`src/wake_event_defines.vh`:
```
/*
  Constants of the wake packet event logic: register indices, field positions,
  reset values and wake pulse lengths.
  Assumes a Wishbone slave that puts each 16-bit register in the low half of one
  aligned 32-bit word, at a byte address of four times the register index.
*/
// How it works
// - Bit 8 of the filter configuration picks the wake output style: 0 gives a pulse, 1 a level.
// - In pulse style the wake output stays high for 8, 16, 32 or 64 cycles per the length code.
// - In level style the wake output stays high until software writes a one to bit 11.
// - With bit 4 set, a received unicast frame raises a wake event.
// - With bit 2 set, a received broadcast frame raises a wake event.
// - With bit 1 set, a frame matching the configured pattern raises a wake event.
// - With bit 0 set, a received magic packet raises a wake event.
// - Magic, pattern, broadcast and unicast flags sit at bits 0, 1, 2, 4 and clear on read.
// - Bad CRC sets flag bit 6 and a delimiter error sets flag bit 7; both clear on read.
// - The filter configuration resets to 1000h and its reserved bit 12 is kept as written.
`ifndef WAKE_EVENT_DEFINES_VH
`define WAKE_EVENT_DEFINES_VH

`define RX_FILTER_CONFIG_INDEX 10'h134
`define RX_FILTER_FLAGS_INDEX 10'h135
`define WAKE_IRQ_STATUS_INDEX 10'h136
`define WAKE_IRQ_MASK_INDEX 10'h137

`define RX_FILTER_CONFIG_RESET 16'h1000
`define RX_FILTER_CONFIG_STORED 16'hF7FF
`define FLAG_RESET 8'h00
`define FLAG_VALID 8'hD7
`define FLAG_WIDTH 8

`define CFG_MAGIC_WAKE_BIT 0
`define CFG_PATTERN_WAKE_BIT 1
`define CFG_BROADCAST_WAKE_BIT 2
`define CFG_UNICAST_WAKE_BIT 4
`define CFG_EXTENDED_RX_BIT 7
`define CFG_OUTPUT_STYLE_BIT 8
`define CFG_PULSE_LENGTH_LSB 9
`define CFG_PULSE_LENGTH_MSB 10
`define CFG_OUTPUT_CLEAR_BIT 11

`define FLAG_MAGIC_BIT 0
`define FLAG_PATTERN_BIT 1
`define FLAG_BROADCAST_BIT 2
`define FLAG_UNICAST_BIT 4
`define FLAG_BAD_CRC_BIT 6
`define FLAG_DELIMITER_ERR_BIT 7

`define WAKE_PULSE_BASE_CYCLES 7'h08
`define WAKE_COUNT_WIDTH 7

`endif

```
`src/event_flag_bank.v`:
```
/*
  Bank of sticky event flags.
  Assumes set and clear are single-cycle requests in the clk_i domain.
*/
`timescale 1ns/1ps
`default_nettype none

module event_flag_bank #(
  parameter WIDTH = 8
) (
  input wire clk_i,
  input wire rst_i,
  input wire [WIDTH-1:0] set_i,
  input wire [WIDTH-1:0] clear_i,
  output reg [WIDTH-1:0] flags_o
);

  // A set in the clearing cycle survives, so no event is lost to a read
  always @(posedge clk_i)
  begin
    if (rst_i)
    begin
      flags_o <= {WIDTH{1'b0}};
    end
    else
    begin
      flags_o <= (flags_o & ~clear_i) | set_i;
    end
  end

endmodule // event_flag_bank

`default_nettype wire

```
`src/wake_pulse_stretch.v`:
```
/*
  Stretches a one-cycle wake request into a pulse of 8, 16, 32 or 64 cycles.
  Assumes the length code is stable while a pulse runs; a new request restarts it.
*/
`timescale 1ns/1ps
`default_nettype none
`include "wake_event_defines.vh"

module wake_pulse_stretch (
  input wire clk_i,
  input wire rst_i,
  input wire fire_i,
  input wire [1:0] length_code_i,
  output reg active_o
);

  reg [`WAKE_COUNT_WIDTH-1:0] remaining;
  wire [`WAKE_COUNT_WIDTH-1:0] load_value;

  assign load_value = (`WAKE_PULSE_BASE_CYCLES << length_code_i) - 7'h01;

  always @(posedge clk_i)
  begin
    if (rst_i)
    begin
      active_o <= 1'b0;
      remaining <= 7'h00;
    end
    else if (fire_i)
    begin
      active_o <= 1'b1;
      remaining <= load_value;
    end
    else if (active_o)
    begin
      if (remaining == 7'h00)
      begin
        active_o <= 1'b0;
      end
      else
      begin
        remaining <= remaining - 7'h01;
      end
    end
  end

endmodule // wake_pulse_stretch

`default_nettype wire

```
`src/wake_packet_event_logic.v`:
```
/*
  Wake packet event logic: receive filter configuration and flags, interrupt status and
  mask, and the wake output in pulse or level style, behind a classic Wishbone slave.
  Assumes the receive datapath gives one-cycle classification pulses in clk_i, and a
  single-cycle Wishbone master that holds each request until it sees ack_o.
*/
// Implementation choice: the Wishbone register port.
`timescale 1ns/1ps
`default_nettype none
`include "wake_event_defines.vh"

module wake_packet_event_logic (
  input wire clk_i,
  input wire rst_i,
  input wire cyc_i,
  input wire stb_i,
  input wire we_i,
  input wire [11:0] adr_i,
  input wire [3:0] sel_i,
  input wire [31:0] dat_i,
  output reg [31:0] dat_o,
  output reg ack_o,
  input wire rx_magic_i,
  input wire rx_pattern_i,
  input wire rx_broadcast_i,
  input wire rx_unicast_i,
  input wire rx_bad_crc_i,
  input wire rx_delimiter_err_i,
  output reg extended_rx_features_enable_o,
  output reg wake_o,
  output reg irq_o
);

  // Byte lanes 0 and 1 carry the 16-bit registers; lanes 2 and 3 are ignored
  function [15:0] lane_mask;
    input [3:0] sel;
    begin
      lane_mask = {{8{sel[1]}}, {8{sel[0]}}};
    end
  endfunction

  function [15:0] merge_write;
    input [15:0] old_value;
    input [15:0] new_value;
    input [15:0] enable;
    begin
      merge_write = (old_value & ~enable) | (new_value & enable);
    end
  endfunction

  // One compare shared by every register select
  function reg_hit;
    input [9:0] index;
    input [9:0] target;
    begin
      reg_hit = (index == target);
    end
  endfunction

  reg [15:0] rx_filter_config;
  reg [7:0] wake_irq_mask;
  reg wake_level;
  reg [`FLAG_WIDTH-1:0] rx_events;
  reg [`FLAG_WIDTH-1:0] flags_clear;
  reg [`FLAG_WIDTH-1:0] irq_clear;
  reg [15:0] next_config;
  reg [7:0] next_mask;
  reg [31:0] next_dat;
  reg next_wake;
  reg next_level;
  reg next_irq;
  wire [`FLAG_WIDTH-1:0] rx_filter_flags;
  wire [`FLAG_WIDTH-1:0] wake_irq_status;
  wire bus_request;
  wire bus_write;
  wire bus_read;
  wire [9:0] reg_index;
  wire hit_config;
  wire hit_flags;
  wire hit_irq_status;
  wire hit_irq_mask;
  wire output_style_level;
  wire [1:0] pulse_length_code;
  wire wake_output_clear;
  wire wake_event;
  wire pulse_active;

  // Classic Wishbone: one request is taken per handshake, ack_o masks the repeat
  assign bus_request = cyc_i & stb_i & ~ack_o;
  assign bus_write = bus_request & we_i;
  assign bus_read = bus_request & ~we_i;
  assign reg_index = adr_i[11:2];
  assign hit_config = reg_hit(reg_index, `RX_FILTER_CONFIG_INDEX);
  assign hit_flags = reg_hit(reg_index, `RX_FILTER_FLAGS_INDEX);
  assign hit_irq_status = reg_hit(reg_index, `WAKE_IRQ_STATUS_INDEX);
  assign hit_irq_mask = reg_hit(reg_index, `WAKE_IRQ_MASK_INDEX);

  assign output_style_level = rx_filter_config[`CFG_OUTPUT_STYLE_BIT];
  assign pulse_length_code =
    rx_filter_config[`CFG_PULSE_LENGTH_MSB:`CFG_PULSE_LENGTH_LSB];

  // The clear bit acts on the write itself and never stores
  assign wake_output_clear = bus_write & hit_config & sel_i[1]
    & dat_i[`CFG_OUTPUT_CLEAR_BIT];

  // Gather the receive classification into the flag layout
  always @*
  begin
    rx_events = `FLAG_RESET;
    rx_events[`FLAG_MAGIC_BIT] = rx_magic_i;
    rx_events[`FLAG_PATTERN_BIT] = rx_pattern_i;
    rx_events[`FLAG_BROADCAST_BIT] = rx_broadcast_i;
    rx_events[`FLAG_UNICAST_BIT] = rx_unicast_i;
    rx_events[`FLAG_BAD_CRC_BIT] = rx_bad_crc_i;
    rx_events[`FLAG_DELIMITER_ERR_BIT] = rx_delimiter_err_i;
  end

  // Error flags never wake the host; only enabled frame classes do
  assign wake_event =
    (rx_magic_i & rx_filter_config[`CFG_MAGIC_WAKE_BIT])
    | (rx_pattern_i & rx_filter_config[`CFG_PATTERN_WAKE_BIT])
    | (rx_broadcast_i & rx_filter_config[`CFG_BROADCAST_WAKE_BIT])
    | (rx_unicast_i & rx_filter_config[`CFG_UNICAST_WAKE_BIT]);

  // A read of the flag register empties it; events of that cycle stay set
  always @*
  begin
    flags_clear = `FLAG_RESET;
    if (bus_read && hit_flags)
    begin
      flags_clear = {`FLAG_WIDTH{1'b1}};
    end
  end

  always @*
  begin
    irq_clear = `FLAG_RESET;
    if (bus_write && hit_irq_status && sel_i[0])
    begin
      irq_clear = dat_i[7:0];
    end
  end

  event_flag_bank #(
    .WIDTH(`FLAG_WIDTH)
  ) u_rx_flags (
    .clk_i(clk_i),
    .rst_i(rst_i),
    .set_i(rx_events),
    .clear_i(flags_clear),
    .flags_o(rx_filter_flags)
  );

  event_flag_bank #(
    .WIDTH(`FLAG_WIDTH)
  ) u_irq_flags (
    .clk_i(clk_i),
    .rst_i(rst_i),
    .set_i(rx_events),
    .clear_i(irq_clear),
    .flags_o(wake_irq_status)
  );

  wake_pulse_stretch u_pulse (
    .clk_i(clk_i),
    .rst_i(rst_i),
    .fire_i(wake_event & ~output_style_level),
    .length_code_i(pulse_length_code),
    .active_o(pulse_active)
  );

  // Reserved bits keep what software writes, including the bit that resets to one
  always @*
  begin
    next_config = rx_filter_config;
    if (bus_write && hit_config)
    begin
      next_config = merge_write(rx_filter_config, dat_i[15:0],
        lane_mask(sel_i) & `RX_FILTER_CONFIG_STORED);
    end
  end

  always @*
  begin
    next_mask = wake_irq_mask;
    if (bus_write && hit_irq_mask && sel_i[0])
    begin
      next_mask = dat_i[7:0];
    end
  end

  // Leaving level style drops a pending level so a later switch starts clean
  always @*
  begin
    next_level = 1'b0;
    if (output_style_level)
    begin
      next_level = (wake_level & ~wake_output_clear) | wake_event;
    end
  end

  always @*
  begin
    if (output_style_level)
    begin
      next_wake = wake_level;
    end
    else
    begin
      next_wake = pulse_active;
    end
  end

  // Read data is captured with the request; the flags show their value before clearing
  always @*
  begin
    next_dat = 32'h00000000;
    if (bus_read)
    begin
      if (hit_config)
      begin
        next_dat[15:0] = rx_filter_config;
      end
      else if (hit_flags)
      begin
        next_dat[7:0] = rx_filter_flags & `FLAG_VALID;
      end
      else if (hit_irq_status)
      begin
        next_dat[7:0] = wake_irq_status & `FLAG_VALID;
      end
      else if (hit_irq_mask)
      begin
        next_dat[7:0] = wake_irq_mask;
      end
      else
      begin
        next_dat = 32'h00000000;
      end
    end
  end

  always @(posedge clk_i)
  begin
    if (rst_i)
    begin
      rx_filter_config <= `RX_FILTER_CONFIG_RESET;
    end
    else
    begin
      rx_filter_config <= next_config;
    end
  end

  always @(posedge clk_i)
  begin
    if (rst_i)
    begin
      wake_irq_mask <= `FLAG_RESET;
    end
    else
    begin
      wake_irq_mask <= next_mask;
    end
  end

  always @(posedge clk_i)
  begin
    if (rst_i)
    begin
      wake_level <= 1'b0;
    end
    else
    begin
      wake_level <= next_level;
    end
  end

  // Unmapped addresses still get an ack so the master never hangs
  always @(posedge clk_i)
  begin
    if (rst_i)
    begin
      ack_o <= 1'b0;
    end
    else
    begin
      ack_o <= bus_request;
    end
  end

  always @(posedge clk_i)
  begin
    if (rst_i)
    begin
      dat_o <= 32'h00000000;
    end
    else
    begin
      dat_o <= next_dat;
    end
  end

  always @*
  begin
    next_irq = |(wake_irq_status & wake_irq_mask & `FLAG_VALID);
  end

  always @(posedge clk_i)
  begin
    if (rst_i)
    begin
      wake_o <= 1'b0;
    end
    else
    begin
      wake_o <= next_wake;
    end
  end

  always @(posedge clk_i)
  begin
    if (rst_i)
    begin
      irq_o <= 1'b0;
    end
    else
    begin
      irq_o <= next_irq;
    end
  end

  always @(posedge clk_i)
  begin
    if (rst_i)
    begin
      extended_rx_features_enable_o <= 1'b0;
    end
    else
    begin
      extended_rx_features_enable_o <= rx_filter_config[`CFG_EXTENDED_RX_BIT];
    end
  end

endmodule // wake_packet_event_logic

`default_nettype wire

```
`config.mk`:
```
export PLATFORM = sky130hd
export DESIGN_NAME = wake_packet_event_logic
export DESIGN_NICKNAME = d
export VERILOG_FILES = /design/src/event_flag_bank.v /design/src/wake_pulse_stretch.v /design/src/wake_packet_event_logic.v
export VERILOG_INCLUDE_DIRS = /design/src
export SDC_FILE = /design/constraint.sdc
export NUM_CORES = 1
export LEC_CHECK = 0
export BUFFER_PORTS_ARGS = -buffer_cell sky130_fd_sc_hd__buf_2
export CAP_MARGIN = 20
export CORE_UTILIZATION = 49
export DETAILED_ROUTE_END_ITERATION = 10
export GPL_TIMING_DRIVEN = 0
export PLACE_DENSITY_LB_ADDON = 0.3
export SLEW_MARGIN = 15
export SYNTH_ARGS = -nofsm -noshare
export SYNTH_HDL_FRONTEND = slang
export SYNTH_SLANG_ARGS = --single-unit
```
`constraint.sdc`:
```
create_clock -name clk_i -period 2.65 [get_ports clk_i]
set_input_delay 0 -clock clk_i [delete_from_list [all_inputs] [get_ports clk_i]]
set_output_delay 0 -clock clk_i [all_outputs]
set_load 0.01 [all_outputs]
```
==> results of run 1 <==
per-layer routing:
layer  vias to the layer above  part of all wire, %  wire [um]  track usage [%]
met4                         0                  2.3        138             10.8
li1                       1150                    -          -                -
met1                      1066                   42       2540             25.9
met3                        10                  6.6        396             5.51
met2                        90                   49       2910             36.6
met5                         -                    0          0                0
area by class of cell:
| cell class | instances | area share [%] |
|---|---|---|
| plain buffers | 27 | 4.63 |
| clock buffers | 13 | 4.14 |
| clock inverters | 3 | 1.18 |
| inverters | 6 | 0.627 |
| multi-input cells | 189 | 36.3 |
| flip-flops and latches | 63 | 35.1 |
| well taps | 70 | 2.44 |
| repair buffers | 84 | 15.6 |
critical path, stage by stage (launching register included):
cell and delay, ps:
sky130_fd_sc_hd__dfxtp_1 310, sky130_fd_sc_hd__and3b_1 200, sky130_fd_sc_hd__clkbuf_1 340, sky130_fd_sc_hd__nand3_1 120, sky130_fd_sc_hd__nor2_1 480, sky130_fd_sc_hd__a311oi_1 190, sky130_fd_sc_hd__dlygate4sd3_1 590
where the power goes:
part	internal (mW)	switching [mW]
combinational	0.0940	0.0768
sequential	0.961	0.00863
clock	0.459	0.343
cells in the final DEF, fill, tap and decap left out, types with 3 or more instances in the layout:
master / count
sky130_fd_sc_hd__a22oi_1: 5
sky130_fd_sc_hd__nand3_1: 5
sky130_fd_sc_hd__clkbuf_1: 11
sky130_fd_sc_hd__dlygate4sd3_1: 28
sky130_fd_sc_hd__conb_1: 17
sky130_fd_sc_hd__nor2b_1: 9
sky130_fd_sc_hd__buf_2: 57
sky130_fd_sc_hd__mux4_2: 6
sky130_fd_sc_hd__inv_1: 6
sky130_fd_sc_hd__buf_4: 17
sky130_fd_sc_hd__nor3_1: 7
sky130_fd_sc_hd__mux2i_1: 25
sky130_fd_sc_hd__clkbuf_8: 10
sky130_fd_sc_hd__nand4_2: 3
sky130_fd_sc_hd__nand2_1: 7
sky130_fd_sc_hd__dfxtp_1: 63
sky130_fd_sc_hd__a21oi_1: 13
sky130_fd_sc_hd__nor2_1: 45
sky130_fd_sc_hd__a311oi_1: 6
sky130_fd_sc_hd__and2_1: 7
path summary, 6_finish.rpt:
path | to | cells past startpoint
worst max register to register | u_irq_flags.flags_o[7] | 6
worst min-delay path | dat_o[5] | 4
worst min register to register | dat_o[12] | 1
worst max-delay path | u_irq_flags.flags_o[7] | 6
cell families (layout without fill, tap and decap cells):
kind of cell,after synthesis,count (layout),share of synthesized area (%)
AOI/OAI and AO/OA,36,36,8.92
adders and majority gates,1,1,0.465
buffers and inverters,33,133,7.02
DFF,63,63,46.8
muxes,31,31,14.3
other,1,17,0.139
and+or+nand+nor,104,104,22.3
stage by stage:
stage               instances  utilization, %  instance area [um2]  power (mW)  hold WS [ps]
global placement          411            60.0                 3120        1.12           227
finish                    455            69.0                 3590        1.94          59.2
CTS                       455            69.0                 3590        1.95          53.9
global route              455            69.0                 3590        2.03          66.7
floorplan                 285               -                 2750        1.07           109
detailed placement        411            60.0                 3120        1.12           237
==> results.yml, run 1 <==
floorplan:
  die_w_um: 76.1
  ioPinCount: 95
  floorplan.core_area_um2: 5200
  floorplan.rows: 26
  effective_utilization_at_floorplan_pct: 51.7
  die-area_um2: 5800
  dieHeight_um: 76.1
cells_and_area:
  final_layout_size_suffix_gt1_share_pct: 26.2
  areaGrowthSynthToFinish_pct: 33.4
  diodes: 0
  finish.net_count: 440
  layout.area.seq_um2: 1260
  layout.filler_cells: 422
  multi_input_logic_area_um2: 1300
detailed_routing:
  drt_pass1_iterations: 4
  vias: 2316
  ant_nets: 0
  route.detailed.drc: 0
  vias_per_cell: 5.09
  initialDrtViolationCount: 106
  wl_per_cell_um: 13.2
  postRouteWirelength_um: 5990
clock_network:
  post_cts_hold_buffer_count: 28
  tritoncts.num_buffers: 9
  tritoncts: "yes"
  cts.htree.levels: 3
  clock_sink_count: 63
  clk_pin_slew_worst_paths_ps: 70
  cts.repair.resized: 0
  insertion_delay_ps: 340
  cts.root.buffer_cell: "sky130_fd_sc_hd__clkbuf_8"
  post_cts_setup_buffer_count: 0
  max-clock-path-buffers: 2
run:
  drv_cap: 0
sta:
  max_slew.worst_pin.slew_ps: 639
  final.min_clock_period_ps: 2350
  final-setup-viol-count: 0
  fin_tns_setup_ps: 0
  max_freq_mhz: 426
  slew_violations: 0
  timing_hold_violations_final: 0
  rsz_0062_raised_after_global_routing: "no"
  min_period_over_period_pct: 88.6
  setup_slack_ps: 302
  clock-skew-final_ps: 6.59
  slew-limit-headroom_pct: 57.4
synth:
  synth_top_cell_area_share_pct: 46.8
  number_of_distinct_library_cells_after_synthesis: 43
  post_synth_instance_area_um2: 2690
  average_size_of_a_mapped_cell_um2: 10.0
  synth-seq-cells: 63
  synthesis.yosys.warnings: 0
  yosysMostFrequentCell: "sky130_fd_sc_hd__dfxtp_1"
  ys.flop_type: "sky130_fd_sc_hd__dfxtp_1"
  async_reset_ff_share_pct: 0
  synth-edff-count: 0
  post_synth_most_frequent_cells: "sky130_fd_sc_hd__dfxtp_1 (63), sky130_fd_sc_hd__nor2_1 (45), sky130_fd_sc_hd__mux2i_1 (25)"
  synth.yosys.seq_area_share_pct: 46.8
  postSynthCellCount: 269
  leading_post_synthesis_cells_by_cell_area: "sky130_fd_sc_hd__dfxtp_1 (47%), sky130_fd_sc_hd__mux2i_1 (9.3%), sky130_fd_sc_hd__nor2_1 (6.3%), sky130_fd_sc_hd__mux4_2 (5.0%), sky130_fd_sc_hd__buf_4 (4.7%)"
  synth_top_cell_by_area: "sky130_fd_sc_hd__dfxtp_1"
critical_path:
  timing.critical_path.required_ps: 2870
  worstSetupPathType: "reg -> reg"
  critPathArrivalTime_ps: 2570
  crit_start: "ack_o"
  worstPathMaxFanout: 7
  endpoint_kind: "register"
  critical_path.startpoint_type: "register"
  r2r_start: "ack_o"
  setup_slack_of_the_worst_register_to_register_path_ps: 300
worst_hold_path:
  hold_class: "in -> reg"
  worstHoldStart: "adr_i[9]"
placement:
  gp_congestion: 0.798
  port_buffers: 56
  preCtsSetupSlack_ps: 462
  hpwl_reported_at_the_end_of_detailed_placement_um: 4070
global_routing:
  grt_start_max_net_pins: 11
  grt_antenna_before_repair: 0
  globalRouteTotalUtil_pct: 21.8
  grt_ovf: 0
  grt_first_pass_wirelength_um: 9780
  grt_pass1_vias: 2148
power:
  power.leakage_nw: 1.71
  vdd_ir_drop_max_v: 0.000370
  powerDensity_nw_per_um2: 541
run_status:
  outcome: "completed"
No activity file was read; power rests on OpenSTA's default activity.
==> run 2, diff against run 1 <==
--- a/config.mk
+++ b/config.mk
@@ -10,3 +10,4 @@
 export CAP_MARGIN = 20
-export CORE_UTILIZATION = 49
+export CORE_UTILIZATION = 51
+export CTS_BUF_LIST = sky130_fd_sc_hd__clkbuf_8
 export DETAILED_ROUTE_END_ITERATION = 10
@@ -14,2 +15,3 @@
 export PLACE_DENSITY_LB_ADDON = 0.3
+export RECOVER_POWER = 100
 export SLEW_MARGIN = 15
--- a/constraint.sdc
+++ b/constraint.sdc
@@ -3,2 +3,2 @@
 set_output_delay 0 -clock clk_i [all_outputs]
-set_load 0.01 [all_outputs]
+set_load 0.02 [all_outputs]
==> results.yml, run 2 (same netlist as run 1, synthesis figures left out) <==
power:
  powerDensity_nw_per_um2: 606
  vdd_ir_drop_max_v: 0.000345
  power.leakage_nw: 1.61
  power_mw: 2.17
cells_and_area:
  diodes: 0
  layout.cells.most_common: "sky130_fd_sc_hd__dfxtp_1"
  layout.cells.most_common_list: "sky130_fd_sc_hd__dfxtp_1 (63), sky130_fd_sc_hd__nor2_1 (45), sky130_fd_sc_hd__buf_2 (38)"
  final_layout_size_suffix_gt1_share_pct: 20.5
  layout.filler_cells: 398
  areaGrowthSynthToFinish_pct: 32.9
  finish.net_count: 440
sta:
  clock-skew-final_ps: 7.22
  slew-limit-headroom_pct: 52.6
  max_slew.worst_pin.slew_ps: 708
  holdWs_ps: 213
  rsz_0062_raised_after_global_routing: "no"
  final.min_clock_period_ps: 2280
  timing_hold_violations_final: 0
  min_period_over_period_pct: 86.0
  final-setup-viol-count: 0
  slew_violations: 0
  fin_tns_setup_ps: 0
  max_freq_mhz: 439
critical_path:
  endpoint_kind: "register"
  worst_path_max_delay_cell: "sky130_fd_sc_hd__dfxtp_1"
  timing.critical_path.required_ps: 2900
  critPathArrivalTime_ps: 2530
  cpPeakStageDelay_ps: 390
  critical_path.startpoint_type: "register"
  worstSetupPathType: "reg -> reg"
  cp_cell_sequence: "a22oi_1 -> a21o_1 -> nand2_1 -> ha_1 -> nand3b_1 -> a2111oi_0 -> nor2_1 -> a221oi_1"
  worstPathMaxFanout: 7
floorplan:
  effective_utilization_at_floorplan_pct: 52.7
  floorplan.rows: 26
  ioPinCount: 95
  die-area_um2: 5570
  die_w_um: 74.7
  floorplan.core_area_um2: 5110
  dieHeight_um: 74.7
clock_network:
  max-clock-path-buffers: 2
  cts.htree.levels: 3
  clock_sink_count: 63
  cts.root.buffer_cell: "sky130_fd_sc_hd__clkbuf_8"
  clk_pin_slew_worst_paths_ps: 70
  insertion_delay_ps: 350
  tritoncts: "yes"
  tritoncts.num_buffers: 9
placement:
  gp_congestion: 0.777
  hpwl_reported_at_the_end_of_detailed_placement_um: 4120
  port_buffers: 56
detailed_routing:
  postRouteWirelength_um: 6270
  initialDrtViolationCount: 157
  vias_per_cell: 5.23
  vias: 2378
  wl_per_cell_um: 13.8
  route.detailed.drc: 0
  drt_pass1_iterations: 5
  ant_nets: 0
worst_hold_path:
  hold_class: "in -> reg"
global_routing:
  grt_ovf: 0
  grt_start_max_net_pins: 12
  grt_antenna_before_repair: 0
  globalRouteTotalUtil_pct: 23.8
  grt_pass1_vias: 2046
  grt_first_pass_wirelength_um: 9640
run:
  drv_cap: 0
run_status:
  outcome: "completed"
## run 2: cell types whose count changed in the layout (fill, tap and decap cells not counted), sizes merged
cell    before  now
buf         75   56
bufinv       1    3
clkbuf      21   37
clkinv       1    2
## run 2: metrics by stage
step | util, % | cell area, um2 | setup slack [ps] | instances
after global placement | 61.1 | 3120 | 510 | 411
after detailed placement | 61.1 | 3120 | 435 | 411
after CTS | 71.4 | 3650 | 353 | 455
after global routing | 70.1 | 3580 | 124 | 455
final | 70.1 | 3580 | 370 | 455
after floorplan | - | 2750 | 760 | 285
## run 2: metal layers
layer / track usage (%) / wire, um
met1: 29.1 / 2570
met2: 38.9 / 3070
met3: 5.49 / 452
met4: 13.0 / 182
met5: 0 / 0
## run 2: repair_timing
| action | 4_1_cts | 5_1_grt |
|---|---|---|
| hold buffers | 28 | 0 |
| buffers inserted | 0 | 0 |
| resized for setup | 0 | 0 |
| hold endpoints to repair | 36 | 0 |
## run 2: path summary, 6_finish.rpt
path / startpoint / to / slack (ps) / cells past startpoint
worst max-delay path: register / u_pulse.remaining[4] / 370 / 8
worst max register to register: register / u_pulse.remaining[4] / 370 / 8
worst min-delay path: adr_i[3] / dat_o[0] / 210 / 3
worst min register to register: register / dat_o[12] / 470 / 1
## run 2: area by class of cell
class / count / area [um2] / share of cell area [%]
Inverter: 6 / 22.5 / 0.629
Tap cell: 70 / 87.6 / 2.45
Sequential cell: 63 / 1260 / 35.2
Buffer: 27 / 166 / 4.65
Multi-Input combinational cell: 189 / 1260 / 35.2
Timing Repair Buffer: 84 / 537 / 15.0
Clock inverter: 6 / 108 / 3.01
Clock buffer: 10 / 138 / 3.84
## run 2: worst max-delay path: cells and delay by family (launching register included)
family,cells,cell delay [ps]
fa+ha+maj,1,290
simple gates,3,330
flops,1,390
compound gates,4,1160
## run 2: power by group
part | switching (mW) | internal, mW | total, mW
Combinational | 0.0853 | 0.0943 | 0.180
Clock | 0.373 | 0.647 | 1.02
Sequential | 0.00911 | 0.960 | 0.969
Total | 0.467 | 1.70 | 2.17
